==> config.mk <==
export PLATFORM = sky130hd
export DESIGN_NAME = tmreo_timer
export DESIGN_NICKNAME = d
export VERILOG_FILES = /design/src/rtl/tmreo_timer.v
export VERILOG_INCLUDE_DIRS = /design/src /design/src/rtl
export SDC_FILE = /design/constraint.sdc
export NUM_CORES = 1
export LEC_CHECK = 0
export ABC_AREA = 1
export ABC_CLOCK_PERIOD_IN_PS = 4800
export BUFFER_PORTS_ARGS = -buffer_cell sky130_fd_sc_hd__buf_2
export CAP_MARGIN = 0
export CORE_UTILIZATION = 45
export CTS_BUF_LIST = sky130_fd_sc_hd__clkbuf_4 sky130_fd_sc_hd__clkbuf_8
export DETAILED_ROUTE_END_ITERATION = 6
export GPL_TIMING_DRIVEN = 0
export MAX_ROUTING_LAYER = met4
export PLACE_DENSITY = 0.62
export RECOVER_POWER = 50
export SLEW_MARGIN = 15
export SYNTH_ARGS = -nofsm -noshare
export SYNTH_HDL_FRONTEND = slang
export SYNTH_SLANG_ARGS = --single-unit
==> constraint.sdc <==
create_clock -name aclk -period 4.8 [get_ports aclk]
set_input_delay 0.96 -clock aclk [delete_from_list [all_inputs] [get_ports aclk]]
set_output_delay 0.96 -clock aclk [all_outputs]
set_load 0.01 [all_outputs]
==> src/rtl/tmreo_regs.vh <==
/*
 Register offsets, field positions, reset values and count-source figures for the
 event counter / one-shot timer channel.
 Assumes a 32-bit AXI4-Lite slave with one aligned word per register.
*/
`ifndef TMREO_REGS_VH
`define TMREO_REGS_VH

`define TMREO_ADDR_W 4
`define TMREO_OFF_MODE 4'h0
`define TMREO_OFF_START 4'h4
`define TMREO_OFF_TIMER 4'h8
`define TMREO_OFF_STATUS 4'hc

`define TMREO_MODE_RESET 32'h00000000
`define TMREO_TIMER_RESET 16'h0000

`define TMREO_MODE_OP_LO 0
`define TMREO_MODE_OP_HI 1
`define TMREO_MODE_PULSE_BIT 2
`define TMREO_MODE_EXTTRG_BIT 3
`define TMREO_MODE_SRC_LO 4
`define TMREO_MODE_SRC_HI 6
`define TMREO_MODE_TWOPH_BIT 7
`define TMREO_MODE_UP_BIT 8

`define TMREO_OP_EVENT 2'h1
`define TMREO_OP_ONESHOT 2'h2

`define TMREO_START_BIT 0
`define TMREO_START_TRIG_BIT 1

`define TMREO_STAT_RUN_BIT 0
`define TMREO_STAT_OUT_BIT 1
`define TMREO_STAT_DONE_BIT 2

`define TMREO_SRC_F1 3'h0
`define TMREO_SRC_F2 3'h1
`define TMREO_SRC_F16 3'h2
`define TMREO_SRC_F64 3'h3
`define TMREO_SRC_F512 3'h4
`define TMREO_SRC_F4096 3'h5
`define TMREO_PRESC_W 12

`define TMREO_UNDERFLOW_READ 16'hffff
`define TMREO_OVERFLOW_READ 16'h0000

`define TMREO_RESP_OKAY 2'h0
`define TMREO_RESP_SLVERR 2'h2

`endif

==> src/rtl/tmreo_timer.v <==
/*
 One timer channel: event counter mode (pulse output, two-phase counting) and
 one-shot pulse mode, with its registers on an AXI4-Lite slave.
 Assumes all pin inputs are synchronous-domain levels sampled on aclk and that an
 external pad joins the output pin's three signals into one wire.
*/
// Behaviour
// - Pulse output select forces the output pin to drive, ignoring port direction; the code drops pulse output while two-phase is enabled.
// - With pulse output in event mode, output toggles on every underflow or overflow.
// - Pulse output is held low while the count start bit is 0.
// - Two-phase counting is enabled only when its select bit is 1.
// - Two-phase counts 90-degree inputs; normal or quadruple kind fixed per timer.
// - Normal: count up on phase A rise while phase B is high.
// - Normal: count down on phase A fall while B high; nothing else counts.
// - Quadruple: four edge/level combinations count up.
// - Quadruple: the four opposite combinations count down.
// - Timers without event counter mode do not offer it.
// - Event mode reads give live count, FFFF/0000 at reload, written value when idle.
// - Direction control, pulse output and two-phase share the pin; one at a time.
// - One-shot: each trigger drives output high for n count-source periods.
// - One-shot count source is clock divided by 1, 2, 16, 64, 512 or 4096.
// - One-shot counts down; at zero it reloads and stops.
// - A trigger during counting reloads the counter and counting continues.
// - Trigger source internal or external by software; accepted only with start at 1.
// - Clearing the start bit stops one-shot counting.
// - One-shot raises the interrupt request when counting stops.
// - One-shot timer register reads are undefined.
// - One-shot write loads reload and counter when stopped, reload only while counting.
`timescale 1ns/1ps
`include "tmreo_regs.vh"

module tmreo_timer #(
   parameter TWO_PHASE_KIND = 0, // 0 none, 1 normal, 2 quadruple
   parameter EVENT_MODE_EN = 1 // 0 for timers without event counter mode
) (
   input wire aclk, // system clock, 125 MHz
   input wire aresetn, // synchronous reset, active low
   input wire [3:0] s_axi_awaddr, // write address
   input wire [2:0] s_axi_awprot, // unused protection bits
   input wire s_axi_awvalid, // write address valid
   output wire s_axi_awready, // write address ready
   input wire [31:0] s_axi_wdata, // write data
   input wire [3:0] s_axi_wstrb, // write byte strobes
   input wire s_axi_wvalid, // write data valid
   output wire s_axi_wready, // write data ready
   output reg [1:0] s_axi_bresp, // write response
   output reg s_axi_bvalid, // write response valid
   input wire s_axi_bready, // write response ready
   input wire [3:0] s_axi_araddr, // read address
   input wire [2:0] s_axi_arprot, // unused protection bits
   input wire s_axi_arvalid, // read address valid
   output wire s_axi_arready, // read address ready
   output reg [31:0] s_axi_rdata, // read data
   output reg [1:0] s_axi_rresp, // read response
   output reg s_axi_rvalid, // read data valid
   input wire s_axi_rready, // read data ready
   input wire timer_input_pin, // trigger, event input, phase A
   input wire timer_output_pin_i, // level seen on output pin, phase B
   output reg timer_output_pin_o, // level driven on output pin
   output wire timer_output_pin_oe_n, // low while this block drives the pin
   input wire port_dir_out, // port direction bit for the pin, 1 = output
   input wire port_data_out, // port data bit for the pin when used as I/O
   output reg irq_req // one-cycle interrupt request
);

   reg [31:0] mode_reg;
   reg start_reg;
   reg [15:0] reload_reg;
   reg [15:0] cnt_reg;
   reg running_reg;
   reg done_reg;
   reg toggle_reg;
   reg rl_flag_reg;
   reg [15:0] rl_val_reg;
   reg [`TMREO_PRESC_W-1:0] presc_reg;
   reg [2:0] a_sync_reg;
   reg [2:0] b_sync_reg;
   reg bvalid_next;

   wire [1:0] op_mode = mode_reg[`TMREO_MODE_OP_HI:`TMREO_MODE_OP_LO];
   wire ev_mode = (EVENT_MODE_EN != 0) && (op_mode == `TMREO_OP_EVENT);
   wire os_mode = (op_mode == `TMREO_OP_ONESHOT);
   wire two_ph = ev_mode && (TWO_PHASE_KIND != 0) && mode_reg[`TMREO_MODE_TWOPH_BIT];
   // Two-phase owns the pin as an input, so pulse output yields to it.
   wire pulse_sel = ev_mode && mode_reg[`TMREO_MODE_PULSE_BIT] && !two_ph;
   wire [2:0] src_sel = mode_reg[`TMREO_MODE_SRC_HI:`TMREO_MODE_SRC_LO];

   // One aligned word: lane-merge helper for partial writes.
   function [31:0] merge;
      input [31:0] old;
      input [31:0] din;
      input [3:0] strb;
      integer i;
      begin
         merge = old;
         for (i = 0; i < 4; i = i + 1)
         begin
            if (strb[i])
               merge[i*8 +: 8] = din[i*8 +: 8];
         end
      end
   endfunction

   // Count-source enable: divide by 1, 2, 16, 64, 512 or 4096 from a free prescaler.
   function src_tick;
      input [2:0] sel;
      input [`TMREO_PRESC_W-1:0] p;
      begin
         case (sel)
            `TMREO_SRC_F1: src_tick = 1'b1;
            `TMREO_SRC_F2: src_tick = &p[0:0];
            `TMREO_SRC_F16: src_tick = &p[3:0];
            `TMREO_SRC_F64: src_tick = &p[5:0];
            `TMREO_SRC_F512: src_tick = &p[8:0];
            `TMREO_SRC_F4096: src_tick = &p[11:0];
            default: src_tick = 1'b0;
         endcase
      end
   endfunction

   wire tick = src_tick(src_sel, presc_reg);

   // Edges come from the second and third stages only; the first stage is a pure
   // synchroniser flop.
   wire a_lvl = a_sync_reg[1];
   wire b_lvl = b_sync_reg[1];
   wire a_rise = a_sync_reg[1] & ~a_sync_reg[2];
   wire a_fall = ~a_sync_reg[1] & a_sync_reg[2];
   wire b_rise = b_sync_reg[1] & ~b_sync_reg[2];
   wire b_fall = ~b_sync_reg[1] & b_sync_reg[2];

   reg ev_up;
   reg ev_dn;
   always @*
   begin
      ev_up = 1'b0;
      ev_dn = 1'b0;
      if (two_ph && TWO_PHASE_KIND == 1)
      begin
         ev_up = a_rise & b_lvl;
         ev_dn = a_fall & b_lvl;
      end
      else if (two_ph && TWO_PHASE_KIND == 2)
      begin
         ev_up = (a_rise & b_lvl) | (a_fall & ~b_lvl) | (b_rise & ~a_lvl) | (b_fall & a_lvl);
         ev_dn = (a_fall & b_lvl) | (a_rise & ~b_lvl) | (b_rise & a_lvl) | (b_fall & ~a_lvl);
      end
      else if (ev_mode)
      begin
         ev_up = a_rise & mode_reg[`TMREO_MODE_UP_BIT];
         ev_dn = a_rise & ~mode_reg[`TMREO_MODE_UP_BIT];
      end
   end

   // Bus write: address and data are taken together, one write in flight.
   wire wr_go = s_axi_awvalid & s_axi_wvalid & ~s_axi_bvalid;
   assign s_axi_awready = wr_go;
   assign s_axi_wready = wr_go;
   wire wr_mode = wr_go && (s_axi_awaddr == `TMREO_OFF_MODE);
   wire wr_start = wr_go && (s_axi_awaddr == `TMREO_OFF_START);
   wire wr_timer = wr_go && (s_axi_awaddr == `TMREO_OFF_TIMER);
   wire wr_stat = wr_go && (s_axi_awaddr == `TMREO_OFF_STATUS);
   wire wr_ok = wr_mode | wr_start | wr_timer | wr_stat;
   wire [31:0] start_word = merge({31'h00000000, start_reg}, s_axi_wdata, s_axi_wstrb);
   wire [31:0] timer_word = merge({16'h0000, reload_reg}, s_axi_wdata, s_axi_wstrb);
   wire start_next = wr_start ? start_word[`TMREO_START_BIT] : start_reg;
   wire int_trig = wr_start && start_word[`TMREO_START_TRIG_BIT];

   wire ext_sel = mode_reg[`TMREO_MODE_EXTTRG_BIT];
   wire trig = os_mode && start_reg && (ext_sel ? a_fall : int_trig);

   always @(posedge aclk)
   begin
      if (!aresetn)
      begin
         a_sync_reg <= 3'h0;
         b_sync_reg <= 3'h0;
         presc_reg <= 12'h000;
      end
      else
      begin
         a_sync_reg <= {a_sync_reg[1:0], timer_input_pin};
         b_sync_reg <= {b_sync_reg[1:0], timer_output_pin_i};
         presc_reg <= presc_reg + 12'h001;
      end
   end

   always @(posedge aclk)
   begin
      if (!aresetn)
      begin
         mode_reg <= `TMREO_MODE_RESET;
         start_reg <= 1'b0;
      end
      else
      begin
         if (wr_mode)
            mode_reg <= merge(mode_reg, s_axi_wdata, s_axi_wstrb);
         start_reg <= start_next;
      end
   end

   reg os_stop;
   always @*
   begin
      os_stop = 1'b0;
      if (os_mode && running_reg)
      begin
         if (!start_reg)
            os_stop = 1'b1;
         // Stopping on the tick after zero keeps the high time at n periods, not n-1.
         else if (!trig && tick && cnt_reg == 16'h0000)
            os_stop = 1'b1;
      end
   end

   always @(posedge aclk)
   begin
      if (!aresetn)
      begin
         reload_reg <= `TMREO_TIMER_RESET;
         cnt_reg <= `TMREO_TIMER_RESET;
         running_reg <= 1'b0;
         toggle_reg <= 1'b0;
         rl_flag_reg <= 1'b0;
         rl_val_reg <= 16'h0000;
         irq_req <= 1'b0;
         done_reg <= 1'b0;
      end
      else
      begin
         rl_flag_reg <= 1'b0;
         irq_req <= os_stop;
         if (os_stop)
            done_reg <= 1'b1;
         else if (wr_stat && s_axi_wstrb[0] && s_axi_wdata[`TMREO_STAT_DONE_BIT])
            done_reg <= 1'b0;
         if (wr_timer)
            reload_reg <= timer_word[15:0];
         if (os_mode)
         begin
            toggle_reg <= 1'b0;
            if (trig)
            begin
               // A zero width gives no pulse; a new trigger reloads and goes on.
               cnt_reg <= wr_timer ? timer_word[15:0] : reload_reg;
               running_reg <= start_reg && ((wr_timer ? timer_word[15:0] : reload_reg) != 16'h0000);
            end
            else if (os_stop)
            begin
               cnt_reg <= wr_timer ? timer_word[15:0] : reload_reg;
               running_reg <= 1'b0;
            end
            else if (wr_timer && !running_reg)
               cnt_reg <= timer_word[15:0];
            else if (running_reg && tick)
               cnt_reg <= cnt_reg - 16'h0001;
         end
         else
         begin
            running_reg <= ev_mode && start_reg;
            if (!start_reg)
               toggle_reg <= 1'b0;
            if (wr_timer && !start_reg)
               cnt_reg <= timer_word[15:0];
            else if (ev_mode && start_reg && (ev_up ^ ev_dn))
            begin
               if (ev_up && cnt_reg == 16'hffff)
               begin
                  cnt_reg <= reload_reg;
                  rl_flag_reg <= 1'b1;
                  rl_val_reg <= `TMREO_OVERFLOW_READ;
                  toggle_reg <= ~toggle_reg;
               end
               else if (ev_dn && cnt_reg == 16'h0000)
               begin
                  cnt_reg <= reload_reg;
                  rl_flag_reg <= 1'b1;
                  rl_val_reg <= `TMREO_UNDERFLOW_READ;
                  toggle_reg <= ~toggle_reg;
               end
               else if (ev_up)
                  cnt_reg <= cnt_reg + 16'h0001;
               else
                  cnt_reg <= cnt_reg - 16'h0001;
            end
         end
         // Leaving event mode drops its running state, so a one-shot never starts untriggered.
         if (wr_mode && !os_mode)
            running_reg <= 1'b0;
      end
   end

   // Pin ownership: pulse output or one-shot drive it; two-phase keeps it an input; otherwise the port decides.
   wire drive_pin = pulse_sel || os_mode || (!two_ph && port_dir_out);
   assign timer_output_pin_oe_n = ~drive_pin;

   always @(posedge aclk)
   begin
      if (!aresetn)
         timer_output_pin_o <= 1'b0;
      else if (os_mode)
         timer_output_pin_o <= running_reg && !os_stop;
      else if (pulse_sel)
         timer_output_pin_o <= toggle_reg && start_next;
      else
         timer_output_pin_o <= port_data_out;
   end

   // Write response one cycle after the take.
   always @*
   begin
      bvalid_next = s_axi_bvalid;
      if (wr_go)
         bvalid_next = 1'b1;
      else if (s_axi_bready)
         bvalid_next = 1'b0;
   end

   always @(posedge aclk)
   begin
      if (!aresetn)
      begin
         s_axi_bvalid <= 1'b0;
         s_axi_bresp <= `TMREO_RESP_OKAY;
      end
      else
      begin
         s_axi_bvalid <= bvalid_next;
         if (wr_go)
            s_axi_bresp <= wr_ok ? `TMREO_RESP_OKAY : `TMREO_RESP_SLVERR;
      end
   end

   // Read: the live count is sampled at the take; at a reload instant the
   // reload marker wins so software sees the wrap value.
   assign s_axi_arready = s_axi_arvalid & ~s_axi_rvalid;
   reg [31:0] rd_word;
   reg rd_ok;
   always @*
   begin
      rd_word = 32'h00000000;
      rd_ok = 1'b1;
      case (s_axi_araddr)
         `TMREO_OFF_MODE: rd_word = mode_reg;
         `TMREO_OFF_START: rd_word = {31'h00000000, start_reg};
         `TMREO_OFF_TIMER: rd_word = {16'h0000, rl_flag_reg ? rl_val_reg : cnt_reg};
         `TMREO_OFF_STATUS: rd_word = {29'h00000000, done_reg, timer_output_pin_o, running_reg};
         default: rd_ok = 1'b0;
      endcase
   end

   always @(posedge aclk)
   begin
      if (!aresetn)
      begin
         s_axi_rvalid <= 1'b0;
         s_axi_rdata <= 32'h00000000;
         s_axi_rresp <= `TMREO_RESP_OKAY;
      end
      else if (s_axi_arready)
      begin
         s_axi_rvalid <= 1'b1;
         s_axi_rdata <= rd_word;
         s_axi_rresp <= rd_ok ? `TMREO_RESP_OKAY : `TMREO_RESP_SLVERR;
      end
      else if (s_axi_rready)
         s_axi_rvalid <= 1'b0;
   end

endmodule // tmreo_timer

==> impl_metrics.tcl <==
set metrics [dict create \
    run_status "finished, final reports clean" \
    report.final.setup_viol 0 \
    cp_cell_sequence "inv_1 > ha_1 > nand2_2 > nor2_4 > nand4_1 > nor2_1 > nor2_2 > nand3_1 > nand2_1 > nand2_1 > nand2_1 > nand2_1 > nor2_1 > nor2_1" \
    cp_max_fo 10 \
    ioPinCount 105 \
    fmax_mhz 312 \
    postSynth.topFlopCell "sky130_fd_sc_hd__dfxtp_1" \
    post_drt_wl_per_cell_um 17.1 \
    timing.critical_path.from "cnt_reg[0]$_SDFFE_PN0P_" \
    layout.core_utilization_pct 52.7 \
    reg2reg_setup_slack_ns 1.59 \
    r2r-end "cnt_reg[15]$_SDFFE_PN0P_" \
    avgViaCountPerCell 5.34 \
    via_count 8183 \
    crit_path_start_kind "register" \
    irDropWorstVdd_mv 0.322 \
    intPower_uw 1580 \
    power_switching_share_pct 31.1 \
    first_global_vias 7189 \
    placed_area_um2 8030 \
    dieArea_um2 16700 \
    fin_crit_share_pct 66.8 \
    detail_route.first_pass.iterations 6 \
    totalWireLength_um 26200 \
    drcViolationCount 0 \
    grt_antenna_before_repair 0 \
    layout.cells.non_filler 1531 \
    cts-buffers-inserted 17 \
    place_hpwl_um 19700 \
    postCtsResizedCells 0 \
    first_iter_violations 764 \
    clock_latency_ns 0.47 \
    buffer_ports.inserted 92 \
    worst_r2r_startpoint "cnt_reg[0]$_SDFFE_PN0P_" \
    cp_data_required_time_ns 5.16 \
    dieHeight_um 129 \
    seq_area_frac_synth_pct 33.8 \
    worstRegToRegCells 14 \
    final_hold_viol_count 0 \
    core-area_um2 15800 \
    placed_cells 1499 \
    ys_async_sr_fraction_pct 0 \
    drv.max_cap_violation_count 0 \
    synth_area_leaders "sky130_fd_sc_hd__dfxtp_1 (34%), sky130_fd_sc_hd__nand2_1 (17%), sky130_fd_sc_hd__o21ai_0 (8.1%), sky130_fd_sc_hd__nor2_1 (7.6%), sky130_fd_sc_hd__a21oi_1 (6.8%)" \
    maximum_number_of_pins_on_one_net_before_global_route_repair 17 \
    tightest_slew_ns 0.776 \
    power.share.combinational_pct 14.2 \
    critPathSlowestCell "sky130_fd_sc_hd__nor2_2" \
    gp_routability_congestion 0.989 \
    p_clk_share_pct 39.7 \
    start_util_pct 46.1 \
    most_repeated_cell_in_the_gate_level_netlist_after_synthesis "sky130_fd_sc_hd__nand2_1" \
    synth_largest_type_area_fraction_pct 33.8 \
    yosys_warnings 0 \
    post-route-min-period_ns 3.21 \
    relSlewSlack_pct 48.3 \
    synth_commonest_cells "sky130_fd_sc_hd__nand2_1 (330), sky130_fd_sc_hd__nor2_1 (148), sky130_fd_sc_hd__dfxtp_1 (123), sky130_fd_sc_hd__o21ai_0 (118), sky130_fd_sc_hd__inv_1 (112)" \
    cts.htree.levels 4 \
    synth_area_um2 7290 \
    max_stage_delay_ns 0.57 \
    n_antenna_cell 0 \
    grt_overflow_total 0 \
    power_density_nw_per_um2 274 \
    endpoint_arrival_time_on_the_critical_path_ns 3.57 \
    tritoncts_num_sinks 123 \
    path_common_cell "sky130_fd_sc_hd__nand2_1" \
    area.growth.synth_to_final_pct 14.4 \
    finish.net_count 1367 \
    cts_tree "built" \
    crit_type "register to register" \
    post_cts_buffers 0 \
    synth_enable_flop_cells 0 \
    synth-seq-cells 123 \
    p_switching_uw 710 \
    max-clock-path-buffers 2 \
    cts.clk_slew.worst_paths_ns 0.08 \
    clock_tree.root_cell "sky130_fd_sc_hd__clkbuf_8" \
    power_uw 2290 \
    yosys.area.top_type "sky130_fd_sc_hd__dfxtp_1" \
    yosysUniqueCellTypes 41 \
    globalRouteTotalUtil_pct 33.0 \
    fp-row-count 46 \
    ctsHoldBuffers 0 \
    setup.worst_path.end_class "register" \
    post-route-cell-area_um2 8340 \
    leakagePower_uw 0.00374 \
    timing.clock.skew_ns 0.0111 \
    synthesis.area_per_instance_um2 6.13 \
    critPathCapture "cnt_reg[15]$_SDFFE_PN0P_" \
    final_layout_size_suffix_gt1_share_pct 11.0 \
    synthCells 1190 \
    wire_length_of_the_first_global_routing_pass_um 39700 \
    timing.setup.tns_ns 0 \
    die_width_um 129 \
    p_seq_share_pct 46.1 \
    min_path_type "register to register" \
    number_of_routed_nets_with_antenna_violations 0 \
    max_slew_vio_count 0 \
    rsz_0062_raised_after_global_routing "false" \
]
## power by group through the flow
stage / Clock, uW / Combinational (uW) / Sequential (uW)
2_1_floorplan: 0 / 202 / 1080
3_3_place_gp: 0 / 319 / 1080
3_5_place_dp: 0 / 320 / 1080
4_1_cts: 914 / 322 / 1050
5_1_grt: 953 / 361 / 1060
6_report: 908 / 326 / 1050
## critical path, delay by kind of cell, from the launching register on
kind | cells | cell delay (ns)
simple gates | 12 | 1.96
flops | 1 | 0.54
buf+inv | 1 | 0.24
fa+ha+maj | 1 | 0.36
## final cells by class
type / count / area (um2)
Inverter: 125 / 469
Fill cell: 1700 / 7490
Clock buffer: 19 / 255
Multi-Input combinational cell: 881 / 4060
Buffer: 62 / 297
Clock inverter: 13 / 119
Tap cell: 216 / 270
Timing Repair Buffer: 92 / 410
Sequential cell: 123 / 2460
## layout by cell type (no fill, tap or decap), types with 3 or more instances in the layout
| cell type | instances |
|---|---|
| sky130_fd_sc_hd__nand2_2 | 6 |
| sky130_fd_sc_hd__inv_2 | 9 |
| sky130_fd_sc_hd__nand3_1 | 89 |
| sky130_fd_sc_hd__xor2_1 | 7 |
| sky130_fd_sc_hd__clkinv_1 | 4 |
| sky130_fd_sc_hd__nor2_4 | 7 |
| sky130_fd_sc_hd__nor2_1 | 148 |
| sky130_fd_sc_hd__buf_4 | 4 |
| sky130_fd_sc_hd__a211oi_1 | 4 |
| sky130_fd_sc_hd__a21boi_0 | 5 |
| sky130_fd_sc_hd__clkinvlp_4 | 4 |
| sky130_fd_sc_hd__nor3_1 | 10 |
| sky130_fd_sc_hd__nand2_1 | 330 |
| sky130_fd_sc_hd__clkinv_2 | 3 |
| sky130_fd_sc_hd__clkbuf_8 | 18 |
| sky130_fd_sc_hd__o21ai_0 | 121 |
| sky130_fd_sc_hd__nor2_2 | 5 |
| sky130_fd_sc_hd__buf_1 | 3 |
| sky130_fd_sc_hd__o22ai_1 | 6 |
| sky130_fd_sc_hd__dfxtp_1 | 123 |
| sky130_fd_sc_hd__ha_1 | 4 |
| sky130_fd_sc_hd__buf_2 | 66 |
| sky130_fd_sc_hd__a21oi_1 | 99 |
| sky130_fd_sc_hd__clkbuf_1 | 76 |
| sky130_fd_sc_hd__buf_6 | 4 |
| sky130_fd_sc_hd__o21ai_1 | 4 |
| sky130_fd_sc_hd__inv_1 | 112 |
| sky130_fd_sc_hd__nand4_1 | 13 |
| sky130_fd_sc_hd__clkinv_4 | 3 |
## cell families after synthesis
kind of cell,share of synthesized area [%]
AO/OA/AOI/OAI,18.2
AND/OR/NAND/NOR,35.6
flip-flops,33.8
XOR/XNOR,1.08
adder cells (fa/ha/maj),0.686
other,0.0514
buffers and inverters,10.6
## worst min-delay path by stage
stage | start | end | slack, ns | cells past startpoint
5_1_grt | a_sync_reg[0]$_SDFF_PN0_ | a_sync_reg[1]$_SDFF_PN0_ | 0.45 | 2
2_1_floorplan | a_sync_reg[0]$_SDFF_PN0_ | a_sync_reg[1]$_SDFF_PN0_ | 0.39 | 2
3_5_place_dp | a_sync_reg[0]$_SDFF_PN0_ | a_sync_reg[1]$_SDFF_PN0_ | 0.41 | 2
4_1_cts | a_sync_reg[0]$_SDFF_PN0_ | a_sync_reg[1]$_SDFF_PN0_ | 0.43 | 2
3_3_place_gp | a_sync_reg[0]$_SDFF_PN0_ | a_sync_reg[1]$_SDFF_PN0_ | 0.41 | 2
6_report | a_sync_reg[0]$_SDFF_PN0_ | a_sync_reg[1]$_SDFF_PN0_ | 0.44 | 2
## stage by stage
stage	setup WS [ns]	hold slack (ns)
after floorplan	2.27	0.390
after CTS	1.72	0.434
after global routing	1.52	0.450
after global placement	1.58	0.411
final	1.59	0.439
after detailed placement	1.62	0.414
## routing by layer
layer	vias to the layer above	wire length (um)	GRT usage [%]
met5	-	0	-
met4	0	834	13.1
met3	56	2060	5.49
met2	312	11300	48.0
met1	3751	12000	45.2
li1	4064	-	-
No activity file was read; power rests on OpenSTA's default activity.
